`config.mk`:
```
export PLATFORM = sky130hd
export DESIGN_NAME = dltc_regs
export DESIGN_NICKNAME = d
export VERILOG_FILES = /design/src/dltc_pkg.sv /design/src/dltc_regs.sv
export SDC_FILE = /design/constraint.sdc
export NUM_CORES = 1
export LEC_CHECK = 0
export ABC_AREA = 1
export BUFFER_PORTS_ARGS = -buffer_cell sky130_fd_sc_hd__buf_4
export CORE_MARGIN = 2
export CORE_UTILIZATION = 45
export CTS_CLUSTER_DIAMETER = 150
export DETAILED_ROUTE_END_ITERATION = 10
export HOLD_SLACK_MARGIN = 0.08
export PLACE_DENSITY = 0.82
export SYNTH_ARGS = -nofsm -noshare
export SYNTH_HDL_FRONTEND = slang
export SYNTH_SLANG_ARGS = --single-unit
export TNS_END_PERCENT = 5
```
`constraint.sdc`:
```
create_clock -name clk -period 2.2 [get_ports clk]
set_clock_uncertainty 0.1 [all_clocks]
set_input_delay 0.44 -clock clk [delete_from_list [all_inputs] [get_ports clk]]
set_output_delay 0.44 -clock clk [all_outputs]
set_load 0.005 [all_outputs]
```
`src/dltc_pkg.sv`:
```
// How it works
// - Impedance bit 5 stored, no effect
// - Bit 4 selects doubled full scale
// - Bits 3:0 select termination network
// - Bit 7 selects extended full scale
// - Bits 6:5 set off-hook counter length
// - Release speed from three joint selects
// - Bit 1 selects receive corner frequency
package dltc_pkg;

    // ------------------------------------------------------------
    // Register map
    // ------------------------------------------------------------
    localparam logic [7:0] ADDR_AC_IMPEDANCE_CTRL = 8'h1e;
    localparam logic [7:0] ADDR_LINE_CONTROL_FIVE = 8'h1f;
    localparam logic [7:0] ADDR_RELEASE_CTRL      = 8'h40;

    // ------------------------------------------------------------
    // Reset values
    // ------------------------------------------------------------
    localparam logic [7:0] RST_AC_IMPEDANCE_CTRL = 8'h00;
    localparam logic [7:0] RST_LINE_CONTROL_FIVE = 8'h20;
    localparam logic [7:0] RST_RELEASE_CTRL      = 8'h00;

    // ------------------------------------------------------------
    // Field positions
    // ------------------------------------------------------------
    localparam int POS_SPARE_BIT5      = 5;
    localparam int POS_DOUBLE_SCALE    = 4;
    localparam int POS_IMPEDANCE_HI    = 3;
    localparam int POS_EXT_SCALE       = 7;
    localparam int POS_ENGAGE_HI       = 6;
    localparam int POS_ENGAGE_LO       = 5;
    localparam int POS_RELEASE_HI      = 3;
    localparam int POS_RX_CORNER       = 1;
    localparam int POS_BIT_ZERO        = 0;
    localparam int POS_RELEASE_LO      = 2;
    localparam int POS_QUENCH_HI       = 1;

    // Bits kept in each register (control five reserved 4 and 2 read zero)
    localparam logic [7:0] MASK_LINE_CONTROL_FIVE = 8'heb;
    localparam logic [7:0] MASK_AC_IMPEDANCE_CTRL = 8'h3f;
    localparam logic [7:0] MASK_RELEASE_CTRL      = 8'h07;

    // ------------------------------------------------------------
    // Off-hook counter lengths in ms and in cycles at 250 MHz
    // ------------------------------------------------------------
    localparam longint CLK_HZ       = 64'd250_000_000;
    localparam longint ENGAGE_MS_00 = 64'd512;
    localparam longint ENGAGE_MS_01 = 64'd128;
    localparam longint ENGAGE_MS_10 = 64'd64;
    localparam longint ENGAGE_MS_11 = 64'd8;
    localparam longint ENGAGE_CYC_00 = ENGAGE_MS_00 * CLK_HZ / 64'd1000;
    localparam longint ENGAGE_CYC_01 = ENGAGE_MS_01 * CLK_HZ / 64'd1000;
    localparam longint ENGAGE_CYC_10 = ENGAGE_MS_10 * CLK_HZ / 64'd1000;
    localparam longint ENGAGE_CYC_11 = ENGAGE_MS_11 * CLK_HZ / 64'd1000;

    // ------------------------------------------------------------
    // Release speed classes
    // ------------------------------------------------------------
    typedef enum logic [1:0] {
        DLTC_REL_FAST   = 2'b00,  // Under 0.5 ms
        DLTC_REL_MEDIUM = 2'b01,  // About 3 ms
        DLTC_REL_SLOW   = 2'b11,  // About 26 ms
        DLTC_REL_OTHER  = 2'b10   // Undefined combination
    } dltc_release_t;

endpackage

```
`src/dltc_regs.sv`:
```
// The address-and-strobe port was decided locally.
`timescale 1ns/10ps
module dltc_regs
    import dltc_pkg::*;
#(
    parameter int ADDR_W = 8
) (
    // Clock, reset, enable
    input  wire logic              clk,
    input  wire logic              arst_n,
    input  wire logic              clk_en,
    // Register port
    input  wire logic [ADDR_W-1:0] reg_addr,
    input  wire logic [7:0]        reg_wdata,
    input  wire logic              reg_wr,
    input  wire logic              reg_rd,
    output logic [7:0]             reg_rdata,
    // Controls to the line path
    output logic                   double_scale_sel,
    output logic [3:0]             line_impedance_sel,
    output logic                   ext_scale_sel,
    output logic [1:0]             hook_engage_time,
    output logic [31:0]            hook_engage_cycles,
    output logic                   release_speed_hi,
    output logic                   release_speed_lo,
    output logic [1:0]             spark_quench_sel,
    output logic [1:0]             release_class,
    output logic                   rx_corner_sel,
    output logic                   bit_zero_ctrl
);

    // ------------------------------------------------------------
    // Parameter check
    // ------------------------------------------------------------
    if (ADDR_W < 7) begin : g_bad_addr_w
        $error("dltc_regs: ADDR_W must be at least 7");
    end

    logic [7:0]  ac_impedance_ctrl;
    logic [7:0]  line_control_five;
    logic [7:0]  release_ctrl;
    logic [7:0]  next_ac_impedance_ctrl;
    logic [7:0]  next_line_control_five;
    logic [7:0]  next_release_ctrl;
    logic [7:0]  next_reg_rdata;
    logic [31:0] next_engage_cycles;
    dltc_release_t next_release_class;
    logic        hit_ac;
    logic        hit_five;
    logic        hit_rel;

    // ------------------------------------------------------------
    // Address decode
    // ------------------------------------------------------------
    assign hit_ac   = (reg_addr == ADDR_W'(ADDR_AC_IMPEDANCE_CTRL));
    assign hit_five = (reg_addr == ADDR_W'(ADDR_LINE_CONTROL_FIVE));
    assign hit_rel  = (reg_addr == ADDR_W'(ADDR_RELEASE_CTRL));

    // Next register values and read data
    always_comb begin
        next_ac_impedance_ctrl = ac_impedance_ctrl;
        next_line_control_five = line_control_five;
        next_release_ctrl      = release_ctrl;
        next_reg_rdata         = 8'h00;
        if (reg_wr) begin
            if (hit_ac) begin
                next_ac_impedance_ctrl = reg_wdata & MASK_AC_IMPEDANCE_CTRL;
            end
            if (hit_five) begin
                next_line_control_five = reg_wdata & MASK_LINE_CONTROL_FIVE;
            end
            if (hit_rel) begin
                next_release_ctrl = reg_wdata & MASK_RELEASE_CTRL;
            end
        end
        if (reg_rd) begin
            if (hit_ac) begin
                next_reg_rdata = ac_impedance_ctrl;
            end else if (hit_five) begin
                next_reg_rdata = line_control_five;
            end else if (hit_rel) begin
                next_reg_rdata = release_ctrl;
            end else begin
                next_reg_rdata = 8'h00;  // Unmapped reads zero
            end
        end
    end

    always_comb begin
        case (next_line_control_five[POS_ENGAGE_HI:POS_ENGAGE_LO])
            2'b00:   next_engage_cycles = 32'(ENGAGE_CYC_00);
            2'b01:   next_engage_cycles = 32'(ENGAGE_CYC_01);
            2'b10:   next_engage_cycles = 32'(ENGAGE_CYC_10);
            2'b11:   next_engage_cycles = 32'(ENGAGE_CYC_11);
            default: next_engage_cycles = 32'(ENGAGE_CYC_01);
        endcase
    end

    always_comb begin
        case ({next_release_ctrl[POS_RELEASE_LO],
               next_line_control_five[POS_RELEASE_HI],
               next_release_ctrl[POS_QUENCH_HI:0]})
            4'b0000: next_release_class = DLTC_REL_FAST;
            4'b0100: next_release_class = DLTC_REL_MEDIUM;
            4'b1011: next_release_class = DLTC_REL_SLOW;
            4'b1111: next_release_class = DLTC_REL_SLOW;
            default: next_release_class = DLTC_REL_OTHER;
        endcase
    end

    // ------------------------------------------------------------
    // State registers
    // ------------------------------------------------------------
    always_ff @(posedge clk or negedge arst_n) begin
        if (!arst_n) begin
            ac_impedance_ctrl  <= RST_AC_IMPEDANCE_CTRL;
            line_control_five  <= RST_LINE_CONTROL_FIVE;
            release_ctrl       <= RST_RELEASE_CTRL;
            reg_rdata          <= 8'h00;
            hook_engage_cycles <= 32'(ENGAGE_CYC_01);
            release_class      <= DLTC_REL_FAST;
        end else if (clk_en) begin
            ac_impedance_ctrl  <= next_ac_impedance_ctrl;
            line_control_five  <= next_line_control_five;
            release_ctrl       <= next_release_ctrl;
            reg_rdata          <= next_reg_rdata;
            hook_engage_cycles <= next_engage_cycles;
            release_class      <= next_release_class;
        end
    end

    // ------------------------------------------------------------
    // Field outputs, straight from the registers
    // ------------------------------------------------------------
    // Doubled scale select
    assign double_scale_sel   = ac_impedance_ctrl[POS_DOUBLE_SCALE];
    assign line_impedance_sel = ac_impedance_ctrl[POS_IMPEDANCE_HI:0];
    assign ext_scale_sel      = line_control_five[POS_EXT_SCALE];
    assign hook_engage_time   = line_control_five[POS_ENGAGE_HI:POS_ENGAGE_LO];
    assign release_speed_hi   = line_control_five[POS_RELEASE_HI];
    assign release_speed_lo   = release_ctrl[POS_RELEASE_LO];
    assign spark_quench_sel   = release_ctrl[POS_QUENCH_HI:0];
    assign rx_corner_sel      = line_control_five[POS_RX_CORNER];
    assign bit_zero_ctrl      = line_control_five[POS_BIT_ZERO];

endmodule // dltc_regs

```
==> impl_metrics.csv, run 1 <==
group,metric,value,unit
clock_network,cts.sinks,33,
yosys,yosysWarnings,0,
finish,nets,294,
placed_design,place_congestion,0.859,
job,cap_violations,0,
yosys,synthTopCellsByArea,"dfrtp_1 36%, nand2_1 12%, buf_4 11%",
sta,setup_viol,0,
drt,drt_pre_antenna_iters,4,
sta,fmax,536,MHz
drt,ant_nets,0,
min_path,hold_path_depth,3,
setup_path,cpPeakStageDelay,0.25,ns
setup_path,worstPathArrival,1.93,ns
placed_design,dpl.hpwl,3030,um
floorplanning,die_y,68.6,um
setup_path,critPathLaunchType,"input port",
yosys,yosys.cell_types.count,32,
global_routing,grt.total_usage,0.180,
sta,period_minus_slack,1.87,ns
sta,drv_slew,0,
floorplanning,die-area,0.00470,mm2
clock_network,clkTransAtPathRegs,0.06,ns
sta,relSlewSlack,0.597,
drt,via_count,1524,
global_routing,grt_antenna_before_repair,0,
drt,drt_iter0_markers,77,
clock_network,htree_levels,2,
setup_path,required,2.26,ns
clock_network,cts_buffers,5,
setup_path,crit_top_cell,"inv_1",
floorplanning,num_rows,23,
global_routing,grt_pass1_wl,6310,um
yosys,netlist.area_leader.share,0.360,
power,p_per_area,563,mW/mm2
finish,fillers,374,
sta,rsz0062_at_grt,"no",
finish,n_antenna_cell,0,
yosys,avgSynthCellArea,8.61,um2
yosys,synth_common_cells,"60 x nand2_1, 28 x buf_4, 27 x dfrtp_1, 20 x inv_1, 15 x o21ai_0",
floorplanning,io_pins,77,
min_path,hp-class,"in -> reg",
setup_path,r2r-start,"line_control_five[5]",
sta,tightest_slew,0.603,ns
power,p_leak,1.27,nW
setup_path,worst_r2r_path_depth,5,
setup_path,critPathMaxFanout,5,
global_routing,overflow,0,
drt,viasPerCell,4.78,
yosys,synth_flop_cell,"dfrtp_1",
yosys,yosys.area.top_type,"dfrtp_1",
clock_network,clk_latency,0.27,ns
global_routing,grt_max_degree,34,
setup_path,startpoint,"reg_addr[6]",
placed_design,port_buffers,61,
clock_network,post_cts_buffers,0,
clock_network,clock_path_buffers,2,
sta,hold_viol,0,
drt,routed_wl,4000,um
yosys,ys_ff_latch,33,
floorplanning,core_area,0.00400,mm2
clock_network,cts_tree,"yes",
min_path,hp-start,"reg_wdata[3]",
power,finalPower,1.30,mW
yosys,synth_edf_count,0,
yosys,syn_area,0.00188,mm2
yosys,ys_seq_area_frac,0.444,
setup_path,path_cells,"buf_4 -> inv_1 -> nand2_1 -> nor2_4 -> nand3_1 -> inv_2 -> o21ai_0 -> ha_1 -> nor2_1 -> inv_1 -> o22a_1",
clock_network,cts.root.buffer_cell,"clkbuf_8",
setup_path,worstSetupPathType,"in -> reg",
finish,area_delta_synth_final,23.1,%
setup_path,endpoint_kind,"register",
drt,drt-wirelength-per-cell,12.5,um
floorplanning,start_util,0.469,
setup_path,slowest_stage,"ha_1",
setup_path,r2r_end,"hook_engage_cycles[13]",
global_routing,grt_pass1_vias,1363,
yosys,synth-async-reset-ratio,1.00,
floorplanning,die_w,68.6,um
sta,min_period_over_period,0.849,
drt,drc,0,
outcome,outcome,"completed",
sta,fin_tns_setup,0,ns
setup_path,reg2reg_slack,0.62,ns
yosys,syn_inst,218,
finish,drive_above_1_share,0.335,
min_path,min_to,"line_control_five[3]",
power,ir_drop,0.408,mV
yosys,synth.most_common_cell,"nand2_1",
[critical path, delay by kind of cell]
family	cells	cell delay, ns
buf+inv	4	0.37
fa+ha+maj	1	0.25
compound gates	2	0.31
simple gates	4	0.56
[where the power goes]
part           leakage (nW)  switching (mW)  total [mW]  internal (mW)
clock                0.0455           0.201       0.455          0.255
combinational         0.814          0.0972       0.185         0.0874
sequential            0.415          0.0231       0.660          0.637
total                  1.27           0.321        1.30          0.979
[layout by cell type (no fill, tap or decap), types with 2 or more instances in the layout]
| master | netlist | final |
|---|---|---|
| o22a_1 | 2 | 2 |
| inv_1 | 20 | 20 |
| conb_1 | 1 | 15 |
| nand2_2 | 2 | 2 |
| a22o_1 | 2 | 2 |
| o21ai_0 | 15 | 15 |
| inv_2 | 3 | 3 |
| nor2_4 | 2 | 2 |
| o211ai_1 | 2 | 2 |
| mux2_4 | 3 | 3 |
| a21oi_1 | 2 | 2 |
| o21ai_1 | 4 | 4 |
| nor2_1 | 11 | 11 |
| clkbuf_8 | 0 | 6 |
| dfstp_2 | 6 | 6 |
| a32o_1 | 3 | 3 |
| buf_4 | 28 | 61 |
| nand3_1 | 6 | 6 |
| clkbuf_1 | 1 | 2 |
| ha_1 | 5 | 5 |
| dfrtp_1 | 27 | 27 |
| nand2_1 | 60 | 60 |
[how the worst max path moves through the flow]
stage | slack (ns) | endpoint
5_1_grt | 0.17 | hook_engage_cycles[13]
3_5_place_dp | 0.05 | hook_engage_cycles[13]
3_3_place_gp | 0.12 | hook_engage_cycles[13]
4_1_cts | 0.33 | hook_engage_cycles[13]
6_report | 0.33 | hook_engage_cycles[13]
2_1_floorplan | 0.37 | hook_engage_cycles[13]
[area by class of cell]
type / instances / area, um2 / share of cell area
well taps: 50 / 62.6 / 0.0271
inverters: 24 / 92.6 / 0.0401
multi-input cells: 142 / 763 / 0.330
clock buffers: 8 / 90.1 / 0.0390
repair buffers: 62 / 468 / 0.203
flip-flops and latches: 33 / 833 / 0.361
[cells by family after synthesis]
| logic type | Yosys count | share of synthesized area |
|---|---|---|
| multiplexers | 3 | 0.0240 |
| AO/OA/AOI/OAI | 32 | 0.107 |
| flip-flops | 33 | 0.444 |
| adder cells (fa/ha/maj) | 5 | 0.0333 |
| other | 1 | 0.00200 |
| buffers and inverters | 57 | 0.177 |
| AND/OR/NAND/NOR | 87 | 0.213 |
[state kept, by name, indices dropped and copies added, names as in the netlist]
name,count
reg_rdata,8
hook_engage_cycles,8
ac_impedance_ctrl,6
release_class,2
release_ctrl,3
line_control_five,6
[metal layers]
| layer | share of wire | global-route usage | up-vias |
|---|---|---|---|
| met5 | 0 | 0 | - |
| met4 | 0 | 0.0425 | 0 |
| met3 | 0.069 | 0.0503 | 0 |
| met2 | 0.49 | 0.296 | 54 |
| met1 | 0.44 | 0.235 | 721 |
| li1 | - | - | 749 |
[stage by stage]
stage	setup slack (ns)	cells	hold WS [ns]	utilization	area (um2)
final	0.333	319	0.272	0.577	2310
after global placement	0.124	310	0.296	0.552	2210
after floorplan	0.367	232	0.0444	-	1930
after CTS	0.334	319	0.271	0.577	2310
after detailed placement	0.0486	310	0.300	0.552	2210
after global routing	0.169	319	0.277	0.577	2310
[repair_timing]
item / 4_1_cts / 5_1_grt
gates resized for setup: 0 / 0
hold buffers: 1 / 0
endpoints found under the hold margin: 27 / 0
Power figures use the tool's default switching activity.
==> run 2, diff against run 1 <==
Settings changed: ABC_AREA 1 to 0, PLACE_DENSITY 0.82 to 0.83.
Clock period 2.2 ns to 1.9 ns, I/O delays scaled along.
==> impl_metrics.csv, run 2 <==
group,metric,value,unit
setup_path,critPathMaxFanout,4,
floorplanning,start_util,0.460,
min_path,hp-class,"in -> reg",
drt,drt_iter0_markers,43,
clock_network,htree_levels,2,
finish,n_antenna_cell,0,
setup_path,slowest_stage,"or4b_4",
power,p_leak,1.23,nW
clock_network,cts.root.buffer_cell,"clkbuf_8",
clock_network,clk_latency,0.29,ns
drt,drc,0,
floorplanning,die-area,0.00455,mm2
power,switchingPower,0.358,mW
drt,routed_wl,3990,um
setup_path,critPathLaunchType,"input port",
finish,largestRegisters,"hook_engage_cycles (8), reg_rdata (8)",
drt,viasPerCell,5.09,
sta,hold_viol,0,
placed_design,port_buffers,61,
clock_network,cts_tree,"yes",
placed_design,dpl.hpwl,3010,um
setup_path,path_cells,"buf_6 -> or4b_4 -> nor2_4 -> nand2_4 -> mux2_4 -> ha_2 -> mux2_2",
clock_network,post_cts_buffers,0,
yosys,synth_flop_cell,"dfrtp_1",
finish,nets,248,
power,pwr-share-seq,0.504,
power,p_clk_frac,0.372,
sta,whs,0.217,ns
yosys,yosys.cell_types.count,38,
setup_path,required,2.02,ns
floorplanning,num_rows,23,
global_routing,grt.total_usage,0.186,
yosys,yosysWarnings,0,
sta,period_minus_slack,1.94,ns
drt,drt-wirelength-per-cell,14.6,um
drt,ant_nets,0,
yosys,yosys.area.top_type,"dfrtp_1",
floorplanning,die_w,67.5,um
power,switching_share,0.243,
finish,final_cell_mix,"73 x buf_4, 27 x dfrtp_1, 15 x conb_1",
outcome,violations,"negative setup slack",
power,p_int,1.11,mW
outcome,outcome,"finished, violations left",
setup_path,worstSetupPathType,"in -> reg",
clock_network,clkTransAtPathRegs,0.07,ns
sta,fin_tns_setup,-0.0799,ns
power,p_per_area,607,mW/mm2
sta,min_period_over_period,1.02,
yosys,synth.most_common_cell,"buf_4",
global_routing,overflow,0,
finish,area_delta_synth_final,33.7,%
yosys,netlist.area_leader.share,0.373,
yosys,ys_ff_latch,33,
floorplanning,io_pins,77,
setup_path,reg2reg_slack,0.42,ns
sta,fmax,514,MHz
placed_design,place_congestion,0.867,
setup_path,critPathTopFamily,"simple AND/OR/NAND/NOR gates",
global_routing,grt_pass1_wl,6120,um
yosys,avgSynthCellArea,11.5,um2
sta,setup_viol,2,
yosys,synthTopCellsByArea,"dfrtp_1 37%, buf_4 12%, dfstp_2 8.7%",
sta,rsz0062_at_grt,"yes",
global_routing,grt_antenna_before_repair,0,
setup_path,endpoint_kind,"register",
floorplanning,core_area,0.00394,mm2
clock_network,cts.sinks,33,
drt,drt_pre_antenna_iters,4,
global_routing,grt_pass1_vias,1279,
finish,drive_above_1_share,0.525,
yosys,synth_common_cells,"28 x buf_4, 27 x dfrtp_1, 14 x mux2_2, 8 x nand2_1",
power,ir_drop,0.371,mV
yosys,syn_area,0.00181,mm2
clock_network,clock_path_buffers,2,
floorplanning,die_y,67.5,um
yosys,synth_edf_count,0,
yosys,syn_inst,157,
drt,via_count,1390,
yosys,ys_seq_area_frac,0.460,
yosys,synth-async-reset-ratio,1.00,
sta,fin_ws,-0.0439,ns
sta,drv_slew,0,
job,cap_violations,0,
finish,final_common_cell,"buf_4",
global_routing,grt_max_degree,34,
clock_network,cts_buffers,5,
setup_path,worstPathArrival,2.06,ns
setup_path,cpPeakStageDelay,0.58,ns
power,combPwrFrac,0.124,
setup_path,path_buf_inv,1,
run 2: cell types whose count changed after synthesis, sizes merged, moves of 3 or more:
cell | previous run | this run
mux2i | 0 | 4
inv | 24 | 3
nor4 | 0 | 3
a32o | 3 | 0
mux2 | 3 | 20
nor2 | 14 | 7
nand3 | 8 | 3
o21ai | 20 | 3
o2bb2ai | 0 | 7
nand2 | 63 | 8
run 2: cells by family after synthesis:
kind of cell,count (synthesis),share of synthesized area
buf+inv,37,0.139
simple gates,34,0.112
flops,33,0.460
mux,24,0.159
compound gates,23,0.0939
fa+ha+maj,5,0.0345
other cells,1,0.00207
run 2: layer usage:
metal | share of wire | global-route usage | up-vias
li1 | - | - | 649
met1 | 0.43 | 0.249 | 685
met3 | 0.066 | 0.0433 | 7
met5 | 0 | 0 | -
met4 | 0.014 | 0.0689 | 0
met2 | 0.49 | 0.294 | 49
run 2: cell type report:
| cell class | count | area [um2] |
|---|---|---|
| Fill cell | 327 | 1520 |
| Sequential cell | 33 | 833 |
| Multi-Input combinational cell | 101 | 828 |
| Timing Repair Buffer | 77 | 592 |
| Clock buffer | 7 | 86.3 |
| Tap cell | 50 | 62.6 |
| Inverter | 4 | 15.0 |
| Clock inverter | 1 | 7.51 |
run 2: per-stage QoR:
stage	total power, mW	setup slack, ns	std cells	utilization	instance area, um2
4_1_cts	1.49	-0.0433	273	0.613	2420
3_3_place_gp	0.929	-0.347	264	0.585	2310
6_report	1.47	-0.0439	273	0.615	2420
5_1_grt	1.54	-0.0945	273	0.615	2420
2_1_floorplan	0.851	-0.307	171	-	1920
3_5_place_dp	0.934	-0.372	264	0.585	2310
run 2: repair_timing:
item,in CTS,in global routing
setup endpoints to repair,9,14
hold buffers,1,0
gates resized for setup,3,3
endpoints found under the hold margin,27,0
pin swaps,0,1
gates cloned,0,0
run 2: worst paths after layout:
kind | from | to | cells after the start
worst min-delay path | reg_wdata[4] | ac_impedance_ctrl[4] | 2
worst max register to register | release_ctrl[1] | release_class[1] | 4
worst max-delay path | reg_addr[6] | hook_engage_cycles[14] | 7
min in group asynchronous | arst_n | hook_engage_cycles[17] | 2
worst min register to register | release_class[1] | release_class[1] | 1
max in group asynchronous | arst_n | line_control_five[5] | 2
run 2: power by group through the flow:
stage / clock (mW) / combinational (mW) / sequential [mW]
6_report: 0.548 / 0.183 / 0.743
5_1_grt: 0.595 / 0.204 / 0.745
4_1_cts: 0.561 / 0.183 / 0.743
3_5_place_dp: 0 / 0.178 / 0.756
3_3_place_gp: 0 / 0.174 / 0.755
2_1_floorplan: 0 / 0.0973 / 0.753
